### src/logic/pipe_ilk_pkg.sv
// Behaviour
// RULE1 - A detected hazard stalls the instruction; no advance until it clears.
// RULE2 - Reading the prior load's destination stalls until the cache returns data.
// RULE3 - Load misses and uncached loads also stall dependants until data arrives.
// RULE4 - Source matching a pending load destination holds in execute until writeback.
// RULE5 - Independent instructions proceed; only the first dependant stalls.
// RULE6 - Destination matching a pending load destination stalls until writeback.
// RULE7 - Barrier right after a load stalls until its bus cycle completes.
// RULE8 - Barrier after a cache-hit load passes without stall.
// RULE9 - Branch, jump, debug return own one delay slot; branches there are undefined.
// RULE10 - Traps in a delay slot are handled correctly.
// RULE11 - Register dependency between consecutive multiply/divide class instructions stalls.
// RULE12 - Next instruction stalls after a three-operand word multiply or accumulate.
// RULE13 - Word and doubleword multiply/divide in sequence stall, either order.
// RULE14 - Product pair undefined if read two instructions before a divide.
// RULE15 - Divide depending on preceding multiply holds in execute three cycles.
// RULE16 - Debug return slot must be a no-op; debug mode holds through it.
// RULE17 - Scoreboard of pending load destinations checked each cycle in execute.
// RULE18 - Register zero never counts as a dependency.
package pipe_ilk_pkg;

	localparam int             REG_IDX_W      = 5;
	localparam int             NUM_GPR        = 32;
	localparam logic [4:0]     ZERO_REG       = 5'h00;
	localparam int             MD_CNT_W       = 2;
	localparam logic [1:0]     MD_ILK_CYCLES  = 2'h1;
	localparam logic [1:0]     DIV_DEP_CYCLES = 2'h3;
	localparam logic [31:0]    SB_RESET       = 32'h0000_0000;

	typedef enum logic [3:0] {
		MD_NONE,
		MD_WMUL2,
		MD_WMUL3,
		MD_WMAC2,
		MD_WMAC3,
		MD_MOVE_TO,
		MD_MOVE_FROM,
		MD_WDIV,
		MD_DMUL2,
		MD_DMUL3,
		MD_DDIV
	} md_op_type;

endpackage

### src/logic/pipeline_interlock_control.sv
`timescale 1ns/1ps
module pipeline_interlock_control
	import pipe_ilk_pkg::*;
#(
	parameter int NREGS = NUM_GPR
) (
	input  wire logic                 ref_clk,
	input  wire logic                 srst,
	input  wire logic                 ex_valid,
	input  wire logic [REG_IDX_W-1:0] ex_rs,
	input  wire logic                 ex_uses_rs,
	input  wire logic [REG_IDX_W-1:0] ex_rt,
	input  wire logic                 ex_uses_rt,
	input  wire logic [REG_IDX_W-1:0] ex_rd,
	input  wire logic                 ex_writes_rd,
	input  wire logic                 ex_is_load,
	input  wire logic                 ex_is_barrier,
	input  wire logic                 ex_is_branch,
	input  wire logic                 ex_is_debug_return,
	input  wire logic                 ex_is_trap,
	input  wire logic                 ex_is_nop,
	input  wire md_op_type            ex_md_op,
	input  wire logic                 dc_miss,
	input  wire logic                 bus_rd_done,
	input  wire logic                 ld_wb_valid,
	input  wire logic [REG_IDX_W-1:0] ld_wb_reg,
	input  wire logic                 dbg_enter,
	output logic                      stall,
	output logic                      ex_advance,
	output logic                      delay_slot,
	output logic                      trap_in_slot,
	output logic                      slot_fault,
	output logic                      debug_mode,
	output logic                      irq_hold,
	output logic                      bus_pending,
	output logic                      pair_undef
);

	if (NREGS != (1 << REG_IDX_W)) begin : g_bad_nregs
		$error("pipeline_interlock_control: NREGS must match the register index width");
	end

	// Register zero is hard-wired, so it can never be a pending destination
	function automatic logic sb_hit(logic [NREGS-1:0] sb, logic [REG_IDX_W-1:0] idx,
			logic en);
		return en && idx != ZERO_REG && sb[idx];  // see RULE18
	endfunction

	logic [NREGS-1:0] sb_q, sb_d;
	logic             bus_pend_q, bus_pend_d;
	logic             raw_hit;
	logic             waw_hit;
	logic             bar_hit;
	logic             md_stall;

	// Scoreboard of load destinations still waiting for their data
	always_comb begin
		sb_d = sb_q;
		if (ld_wb_valid)
			sb_d[ld_wb_reg] = 1'b0;
		// A new load entering in the same cycle as a writeback keeps its bit set
		if (ex_advance && ex_is_load && ex_rd != ZERO_REG)
			sb_d[ex_rd] = 1'b1;  // see RULE17
		sb_d[ZERO_REG] = 1'b0;  // see RULE18
		bus_pend_d = bus_pend_q;
		if (bus_rd_done)
			bus_pend_d = 1'b0;
		if (dc_miss)
			bus_pend_d = 1'b1;  // see RULE3
	end

	always_ff @(posedge ref_clk) begin
		if (srst) begin
			sb_q       <= NREGS'(SB_RESET);
			bus_pend_q <= 1'b0;
		end else begin
			sb_q       <= sb_d;
			bus_pend_q <= bus_pend_d;
		end
	end

	md_interlock u_md (
		.ref_clk      (ref_clk),
		.srst         (srst),
		.ex_valid     (ex_valid),
		.ex_advance   (ex_advance),
		.ex_md_op     (ex_md_op),
		.ex_rs        (ex_rs),
		.ex_uses_rs   (ex_uses_rs),
		.ex_rt        (ex_rt),
		.ex_uses_rt   (ex_uses_rt),
		.ex_rd        (ex_rd),
		.ex_writes_rd (ex_writes_rd),
		.md_stall     (md_stall),
		.pair_undef   (pair_undef)
	);

	// Stall terms; any one of them holds the execute stage, including barrier and multiply/divide stalls with no register match
	always_comb begin
		raw_hit = ex_valid && (sb_hit(sb_q, ex_rs, ex_uses_rs)
			|| sb_hit(sb_q, ex_rt, ex_uses_rt));                 // see RULE2 see RULE4
		waw_hit = ex_valid && sb_hit(sb_q, ex_rd, ex_writes_rd);  // see RULE6
		// Miss reported in the same cycle covers a barrier right behind the load
		bar_hit = ex_valid && ex_is_barrier && (bus_pend_q || dc_miss);  // see RULE7 see RULE8
		stall = raw_hit || waw_hit || bar_hit || md_stall;       // see RULE5
		ex_advance = ex_valid && !stall;                         // see RULE1
	end

	logic slot_q, slot_d;
	logic dret_slot_q, dret_slot_d;
	logic dbg_q, dbg_d;
	logic trap_slot_q, trap_slot_d;
	logic fault_q, fault_d;

	// Delay slot tracking and debug mode
	always_comb begin
		slot_d = slot_q;
		dret_slot_d = dret_slot_q;
		dbg_d = dbg_q;
		trap_slot_d = 1'b0;
		fault_d = 1'b0;
		if (ex_advance) begin
			slot_d = ex_is_branch || ex_is_debug_return;  // see RULE9
			dret_slot_d = ex_is_debug_return;
			// A trap in a slot must report the branch so the branch re-executes
			trap_slot_d = slot_q && ex_is_trap;  // see RULE10
			fault_d = (slot_q && (ex_is_branch || ex_is_debug_return))
				|| (dret_slot_q && !ex_is_nop);  // see RULE9 see RULE16
			if (dret_slot_q)
				dbg_d = 1'b0;  // see RULE16
		end
		// Entry wins over the exit that closes the slot
		if (dbg_enter)
			dbg_d = 1'b1;
	end

	always_ff @(posedge ref_clk) begin
		if (srst) begin
			slot_q      <= 1'b0;
			dret_slot_q <= 1'b0;
			dbg_q       <= 1'b0;
			trap_slot_q <= 1'b0;
			fault_q     <= 1'b0;
		end else begin
			slot_q      <= slot_d;
			dret_slot_q <= dret_slot_d;
			dbg_q       <= dbg_d;
			trap_slot_q <= trap_slot_d;
			fault_q     <= fault_d;
		end
	end

	assign delay_slot   = slot_q;
	assign trap_in_slot = trap_slot_q;
	assign slot_fault   = fault_q;
	assign debug_mode   = dbg_q;
	assign irq_hold     = dbg_q;
	assign bus_pending  = bus_pend_q;
endmodule // pipeline_interlock_control

### src/logic/md_interlock.sv
`timescale 1ns/1ps
module md_interlock
	import pipe_ilk_pkg::*;
#(
	parameter logic [1:0] ILK_CYCLES = MD_ILK_CYCLES,
	parameter logic [1:0] DEP_CYCLES = DIV_DEP_CYCLES
) (
	input  wire logic                 ref_clk,
	input  wire logic                 srst,
	input  wire logic                 ex_valid,
	input  wire logic                 ex_advance,
	input  wire md_op_type            ex_md_op,
	input  wire logic [REG_IDX_W-1:0] ex_rs,
	input  wire logic                 ex_uses_rs,
	input  wire logic [REG_IDX_W-1:0] ex_rt,
	input  wire logic                 ex_uses_rt,
	input  wire logic [REG_IDX_W-1:0] ex_rd,
	input  wire logic                 ex_writes_rd,
	output logic                      md_stall,
	output logic                      pair_undef
);

	if (ILK_CYCLES == 2'h0 || DEP_CYCLES == 2'h0) begin : g_bad_cycles
		$error("md_interlock: stall lengths must be at least one cycle");
	end

	function automatic logic is_md(md_op_type op);
		return op != MD_NONE;
	endfunction

	function automatic logic is_mul(md_op_type op);
		return op inside {MD_WMUL2, MD_WMUL3, MD_WMAC2, MD_WMAC3, MD_DMUL2, MD_DMUL3};
	endfunction

	function automatic logic is_div(md_op_type op);
		return op inside {MD_WDIV, MD_DDIV};
	endfunction

	// Preceding/succeeding pairs that interlock without any register dependency
	function automatic logic table_ilk(md_op_type p, md_op_type s);
		logic r;
		r = 1'b0;
		case (p)
			MD_WMUL2, MD_WMAC2: r = is_md(s) && !(s inside {MD_WMUL2, MD_WMUL3, MD_WMAC2, MD_WMAC3});
			MD_WMUL3, MD_WMAC3, MD_WDIV, MD_DMUL2, MD_DMUL3, MD_DDIV: r = is_md(s);
			default: r = 1'b0;
		endcase
		return r;
	endfunction

	md_op_type            prev_op_q, prev_op_d;
	logic [REG_IDX_W-1:0] prev_rd_q, prev_rd_d;
	logic                 prev_wr_q, prev_wr_d;
	logic [1:0]           mf_hist_q, mf_hist_d;
	logic [MD_CNT_W-1:0]  cnt_q, cnt_d;
	logic                 armed_q, armed_d;
	logic                 undef_q, undef_d;
	logic                 dep;
	logic                 hazard;
	logic                 div_dep;
	logic                 start;

	always_comb begin
		dep = prev_wr_q && prev_rd_q != ZERO_REG
			&& ((ex_uses_rs && ex_rs == prev_rd_q) || (ex_uses_rt && ex_rt == prev_rd_q));
		div_dep = ex_valid && is_div(ex_md_op) && is_mul(prev_op_q) && dep;  // see RULE15
		hazard  = ex_valid && ((is_md(ex_md_op) && dep)                     // see RULE11
			|| prev_op_q inside {MD_WMUL3, MD_WMAC3}                         // see RULE12
			|| table_ilk(prev_op_q, ex_md_op));                              // see RULE13
		start = hazard && !armed_q;
		md_stall = start || cnt_q != '0;
		cnt_d = cnt_q;
		armed_d = armed_q;
		if (start) begin
			cnt_d = div_dep ? DEP_CYCLES - 2'h1 : ILK_CYCLES - 2'h1;
			armed_d = 1'b1;
		end else if (cnt_q != '0) begin
			cnt_d = cnt_q - 2'h1;
		end
		if (ex_advance)
			armed_d = 1'b0;
		prev_op_d = prev_op_q;
		prev_rd_d = prev_rd_q;
		prev_wr_d = prev_wr_q;
		mf_hist_d = mf_hist_q;
		undef_d = 1'b0;
		if (ex_advance) begin
			prev_op_d = ex_md_op;
			prev_rd_d = ex_rd;
			prev_wr_d = ex_writes_rd;
			mf_hist_d = {mf_hist_q[0], ex_md_op == MD_MOVE_FROM};
			// Pair read in either of the two instructions before a divide is not preserved; flag it for software
			undef_d = is_div(ex_md_op) && mf_hist_q != 2'b00;  // see RULE14
		end
	end

	always_ff @(posedge ref_clk) begin
		if (srst) begin
			prev_op_q <= MD_NONE;
			prev_rd_q <= ZERO_REG;
			prev_wr_q <= 1'b0;
			mf_hist_q <= 2'b00;
			cnt_q     <= '0;
			armed_q   <= 1'b0;
			undef_q   <= 1'b0;
		end else begin
			prev_op_q <= prev_op_d;
			prev_rd_q <= prev_rd_d;
			prev_wr_q <= prev_wr_d;
			mf_hist_q <= mf_hist_d;
			cnt_q     <= cnt_d;
			armed_q   <= armed_d;
			undef_q   <= undef_d;
		end
	end

	assign pair_undef = undef_q;
endmodule // md_interlock

### config.mk
export PLATFORM = sky130hd
export DESIGN_NAME = pipeline_interlock_control
export DESIGN_NICKNAME = d
export VERILOG_FILES = /design/src/logic/pipe_ilk_pkg.sv /design/src/logic/pipeline_interlock_control.sv /design/src/logic/md_interlock.sv
export SDC_FILE = /design/constraint.sdc
export NUM_CORES = 1
export LEC_CHECK = 0
export BUFFER_PORTS_ARGS = -buffer_cell sky130_fd_sc_hd__buf_2
export CORE_ASPECT_RATIO = 1.25
export CORE_MARGIN = 5
export CORE_UTILIZATION = 58
export CTS_BUF_LIST = sky130_fd_sc_hd__clkbuf_4 sky130_fd_sc_hd__clkbuf_8 sky130_fd_sc_hd__clkbuf_16
export DETAILED_ROUTE_END_ITERATION = 10
export GPL_ROUTABILITY_DRIVEN = 0
export PLACE_DENSITY_LB_ADDON = 0.15
export SLEW_MARGIN = 20
export SYNTH_ARGS = -nofsm -noshare
export SYNTH_HDL_FRONTEND = slang
export SYNTH_SLANG_ARGS = --single-unit
### constraint.sdc
create_clock -name ref_clk -period 4.9 [get_ports ref_clk]
set_clock_uncertainty 0.05 [all_clocks]
set_input_delay 0.98 -clock ref_clk [delete_from_list [all_inputs] [get_ports ref_clk]]
set_output_delay 0.98 -clock ref_clk [all_outputs]
set_load 0.05 [all_outputs]
# Word-level counts from Yosys, hierarchy flattened
# Index checks and enable logic that the tools add are counted.
[op_classes] addsub=1 order_cmp=6 eq_ne=17 n_mux=21 n_bitwise=4 reduce_logical=65
[ops] op="$mux W32" n=2
[ops] op="$and A32 B32 Y32" n=1
[ops] op="$not A32 Y32" n=1
[ops] op="$or A32 B32 Y32" n=1
[ops] op="$logic_and A1 B1 Y1" n=30
[ops] op="$lt A5 B6 Y1 const B" n=4
[ops] op="$eq A4 B3 Y1 const B" n=5
[ops] op="$reduce_bool A5 Y1" n=4
[ops] op="$eq A4 B2 Y1 const B" n=4
[ops] op="$eq A4 B4 Y1 const B" n=4
[ops] op="$reduce_bool A2 Y1" n=8
[ops] op="$bmux W1 S5" n=3
[ops] op="$logic_or A1 B1 Y1" n=11
[ops] op="$demux W1 S5" n=2
[ops] op="$eq A5 B5 Y1" n=2
[ops] op="$ge A5 B1 Y1 const B" n=2
[ops] op="$mux W1" n=10
[ops] op="$eq A4 B1 Y1 const B" n=2
[ops] op="$reduce_bool A4 Y1" n=2
[ops] op="$mux W2" n=3
[ops] op="$reduce_bool A6 Y1" n=1
[ops] op="$reduce_or A2 Y1" n=3
[ops] op="$reduce_or A6 Y1" n=1
[ops] op="$logic_not A1 Y1" n=4
[ops] op="4 further kinds" n=4
[totals] register_bits=54 inputBits=40 output_inout_bits=9 word_cells=129

# Longest topological paths before layout
[depth] depth_word=16 ltp_mapped=12 ltp_nobuf=8

# By module
# Synthesis repeated with hierarchy kept, for this count alone.
[hier_totals] cells_unflattened=404 hier_area_um2=3608.5
[modules_own_cells] module="pipeline_interlock_control" instances=1 cells_per_inst=301 area_per_inst_um2=2700.1
[modules_own_cells] module="md_interlock" instances=1 cells_per_inst=103 area_per_inst_um2=908.4

# Least setup slack after synthesis
# Ideal clock, no wire load.
[synth_path] kind="input-to-output" from="input ex_rs[1]" to="output stall" t_arrival_ns=3.399 path_slack_ns=0.471 cell_stages=7 path_buffers=1 cell_sequence="clkbuf_1 mux2i_1 mux2_2 o311a_1 o311ai_1 nor2_1 o21ai_0"
[synth_via] elab_chain_cells=11 word_cells_on_any_way=20 cone_classes="eq/ne (1); mux (2); reduce/logical (17)"
[synth_rtl] element="from (decl)" line_no="pipeline_interlock_control.sv:10" source="input wire logic [REG_IDX_W-1:0] ex_rs,"
[synth_rtl] element="branches (longest 10 deep; another with $bmux W1 S5)"
[synth_rtl] element="$logic_or A1 B1 Y1 (*)" line_no="pipeline_interlock_control.sv:105" source="stall = raw_hit || waw_hit || bar_hit || md_stall;"
[synth_rtl] element="to (decl)" line_no="pipeline_interlock_control.sv:28" source="output logic stall,"
# Every way passes the cells marked *. The select of a mux whose other input is x is not followed.

# Worst setup path in the final report
[layout_path] from="input ex_rd[1]" to="output ex_advance"
[layout_via] elab_chain_cells=9 word_cells_on_any_way=11 cone_classes="mux (2); reduce/logical (9)"
[layout_rtl] element="from (decl)" line_no="pipeline_interlock_control.sv:14" source="input wire logic [REG_IDX_W-1:0] ex_rd,"
[layout_rtl] element="$bmux W1 S5 or $reduce_bool A5 Y1 (tied branches)" line_no="pipeline_interlock_control.sv:46" source="return en && idx != ZERO_REG && sb[idx];"
[layout_rtl] element="$mux W1 (implied by the code) or $logic_and A1 B1 Y1 (tied branches)" line_no="pipeline_interlock_control.sv:46"
[layout_rtl] element="$logic_and A1 B1 Y1 (*)" line_no="pipeline_interlock_control.sv:46"
[layout_rtl] element="$logic_and A1 B1 Y1 (*)" line_no="pipeline_interlock_control.sv:102" source="waw_hit = ex_valid && sb_hit(sb_q, ex_rd, ex_writes_rd);"
[layout_rtl] element="$logic_or A1 B1 Y1 (*) (3 in a row)" line_no="pipeline_interlock_control.sv:105"
[layout_rtl] element="$logic_not A1 Y1 (*)" line_no="pipeline_interlock_control.sv:106" source="ex_advance = ex_valid && !stall;"
[layout_rtl] element="$logic_and A1 B1 Y1 (*)" line_no="pipeline_interlock_control.sv:106"
[layout_rtl] element="to (decl)" line_no="pipeline_interlock_control.sv:29" source="output logic ex_advance,"
# Mark *: on every way between the ends. The rest lies on a longest branch, timed or not. The select of a mux whose other input is x is not followed.

==> impl_metrics.py <==
metrics = {
    "synth": {
        "ys_types": 56,
        "syn-cell-area_mm2": 0.00348,
        "synthAdderAreaFrac_pct": 0.360,
        "synth_top_area_share_pct": 30.5,
        "yosys.area_share.xor_xnor_pct": 3.02,
        "synth_top_family_by_area": "simple AND/OR/NAND/NOR gates",
        "synthMuxAreaShare_pct": 19.8,
        "synth.largest_area_cell": "dfxtp_1",
        "synthCells": 389,
        "synth_compound_area_share_pct": 19.6,
        "seq_area_frac_synth_pct": 30.5,
        "syn_area_per_cell_um2": 8.94,
        "synth-seq-cells": 53,
        "async_flop_share_pct": 0,
        "yosys_warnings": 0,
        "synth_edf_count": 0,
        "yosys.area_share.simple_pct": 21.1,
        "syn-num-nets": 430,
        "synth_area_leaders": "dfxtp_1 31%, mux4_2 9.1%, mux2i_1 8.6%",
        "synth-main-ff-cell": "dfxtp_1",
    },
    "grt": {
        "first_global_vias": 3120,
        "grt_pass1_wl_um": 15300,
        "grt_max_degree": 60,
        "grt_overflow_total": 0,
        "track_usage_pct": 26.0,
        "antenna_found_initial": 0,
    },
    "placed_design": {
        "hpwl_um": 7020,
        "dpl.cell_count": 479,
        "io_buffers": 48,
        "post-place-ws_ns": 0.258,
    },
    "routing": {
        "routedWlPerCell_um": 19.8,
        "vias": 3271,
        "drc": 0,
        "drt-total-wl_um": 9630,
        "drt_iter0_drc": 248,
        "drt_pre_antenna_iters": 7,
        "antenna_left": 0,
        "via_per_inst": 6.72,
    },
    "floorplanning": {
        "start_util_pct": 59.8,
        "dieArea_mm2": 0.00765,
        "die_w_um": 79.3,
        "dieHeight_um": 96.6,
        "io_pins": 49,
        "core_mm2": 0.00582,
        "row_count": 31,
    },
    "clock_network": {
        "clockBufferDepth": 2,
        "cts_tree": "built",
        "insertion_delay_ns": 0.32,
        "cts_sinks": 53,
        "numCtsBuffers": 5,
        "cts_resized": 0,
        "root_buffer": "clkbuf_8",
        "clk_pin_slew_worst_paths_ns": 0.11,
        "htree_levels": 2,
        "postCtsSetupBuffers": 0,
        "ctsHoldBuffers": 0,
    },
    "sta": {
        "final-hold-violation-count": 0,
        "fin_crit_ns": 4.66,
        "drv_slew": 0,
        "fin_ws_ns": 0.240,
        "slew_headroom_pct": 38.0,
        "rsz0062_at_grt": "no",
        "setup-tns-final_ns": 0,
        "fmax_mhz": 215,
        "tightest_slew_ns": 0.929,
        "fin_crit_sh_pct": 95.1,
        "finalSetupViolCount": 0,
    },
    "finish": {
        "syn2layout_area_growth_pct": 7.92,
        "layout.cells.non_filler": 487,
        "fin_util_pct": 64.5,
        "antennaDiodeCount": 0,
        "drive_gt1_share_pct": 20.9,
        "final_nets": 461,
    },
    "pwr": {
        "leakagePower_nw": 1.38,
        "ir_drop_mv": 0.166,
        "p_per_area_mw_per_mm2": 273,
    },
    "job": {
        "cap_violations": 0,
    },
    "setup_path": {
        "cp_max_fo": 20,
        "start_kind": "input pin",
        "critical_path_required_ns": 3.87,
        "critical_path_class": "in -> out",
        "critPathCaptureType": "primary output",
        "cp.arrival_ns": 3.63,
    },
    "outcome": {
        "status": "complete, no violations",
    },
    "hold_path": {
        "hold_class": "reg -> reg",
    },
}
-- worst paths after layout --
path                                    endpoint                      startpoint  cells past startpoint  slack [ns]
hold reg to reg   u_md.mf_hist_q[1]$_SDFFE_PP0P_  u_md.mf_hist_q[1]$_SDFFE_PP0P_                      2        0.42
setup / recovery                      ex_advance                        ex_rd[1]                      9        0.24
setup reg to reg              sb_q[5]$_SDFF_PP0_             sb_q[23]$_SDFF_PP0_                      8        1.90
hold / removal    u_md.mf_hist_q[1]$_SDFFE_PP0P_  u_md.mf_hist_q[1]$_SDFFE_PP0P_                      2        0.42
-- cell type report --
| class | instances | area, µm² |
|---|---|---|
| Clock buffer | 5 | 68.8 |
| Clock inverter | 3 | 25.0 |
| Fill cell | 525 | 2070 |
| Inverter | 9 | 38.8 |
| Multi-Input combinational cell | 301 | 2220 |
| Sequential cell | 53 | 1060 |
| Tap cell | 66 | 82.6 |
| Timing Repair Buffer | 50 | 255 |
-- synth_stat cells (all sizes together) (2+ instances only) --
library cell   n
nor2          17
or3            3
o31ai         31
nand3         19
a22oi          4
or4            4
mux2           6
xnor2          2
nand3b         8
o21ai         14
nor3b          7
a31oi          3
nand2         53
dfxtp         53
and3           5
clkbuf        10
or2            2
o211ai        16
nor2b          8
xor2          10
nor3           5
buf           16
mux2i         30
a21oi          7
inv            9
o311a          2
o311ai         2
a311oi         2
a221oi         2
nor4           4
nand2b         4
or3b           2
and2           2
mux4          14
-- critical path, cell delays in order --
cell and delay, ns:
buf_2 0.38, mux2_1 0.40, a221oi_2 0.25, o32ai_1 0.10, o311ai_1 0.35, o311ai_1 0.18, or4_1 0.65, inv_6 0.08
buf_2 0.25
-- sequential cells by signal (all words and copies together) (netlist names) --
signal / cells
sb_q: 31
bus_pending: 1
delay_slot: 1
u_md.prev_rd_q: 5
u_md.pair_undef: 1
u_md.armed_q: 1
u_md.cnt_q: 2
u_md.mf_hist_q: 2
u_md.prev_op_q: 4
u_md.prev_wr_q: 1
debug_mode: 1
trap_in_slot: 1
dret_slot_q: 1
slot_fault: 1
-- per-stage QoR --
step	area, µm²	total power [mW]	hold slack, ns
after floorplan	3480	0.706	0.385
after global routing	3750	1.08	0.438
after detailed placement	3660	0.770	0.398
after global placement	3660	0.760	0.395
after CTS	3750	1.03	0.421
final	3750	1.02	0.417
-- report_power, final --
group / switching [mW] / internal [mW] / leakage (nW)
registers: 0.0212 / 0.453 / 0.429
clock network: 0.160 / 0.105 / 0.0452
logic: 0.185 / 0.102 / 0.907
total: 0.365 / 0.659 / 1.38
-- cells by family after synthesis --
group | after synthesis
flip-flops | 53
AND/OR/NAND/NOR | 145
AO/OA/AOI/OAI | 93
adder cells (fa/ha/maj) | 1
multiplexers | 50
XOR/XNOR | 12
buffers and inverters | 35
-- cell usage in the layout, fill, tap and decap left out, types with 10 or more instances in the layout --
cell type  synthesis  layout
dfxtp_1           53      53
mux2i_1           30      30
nand3_1           19      19
mux4_2            14      14
nor2_1            17      17
nand2_1           53      53
o21ai_0           14      14
xor2_1            10      10
buf_2              8      48
o31ai_1           29      29
o211ai_1          16      16
-- routing by layer --
metal,global-route usage (%),vias up,share of wire [%]
li1,-,1526,-
met1,30.1,1580,39
met2,47.2,132,52
met3,3.99,33,5.1
met4,12.2,0,3.6
met5,0,-,0
Note: power is estimated with default switching activity, not from simulation.
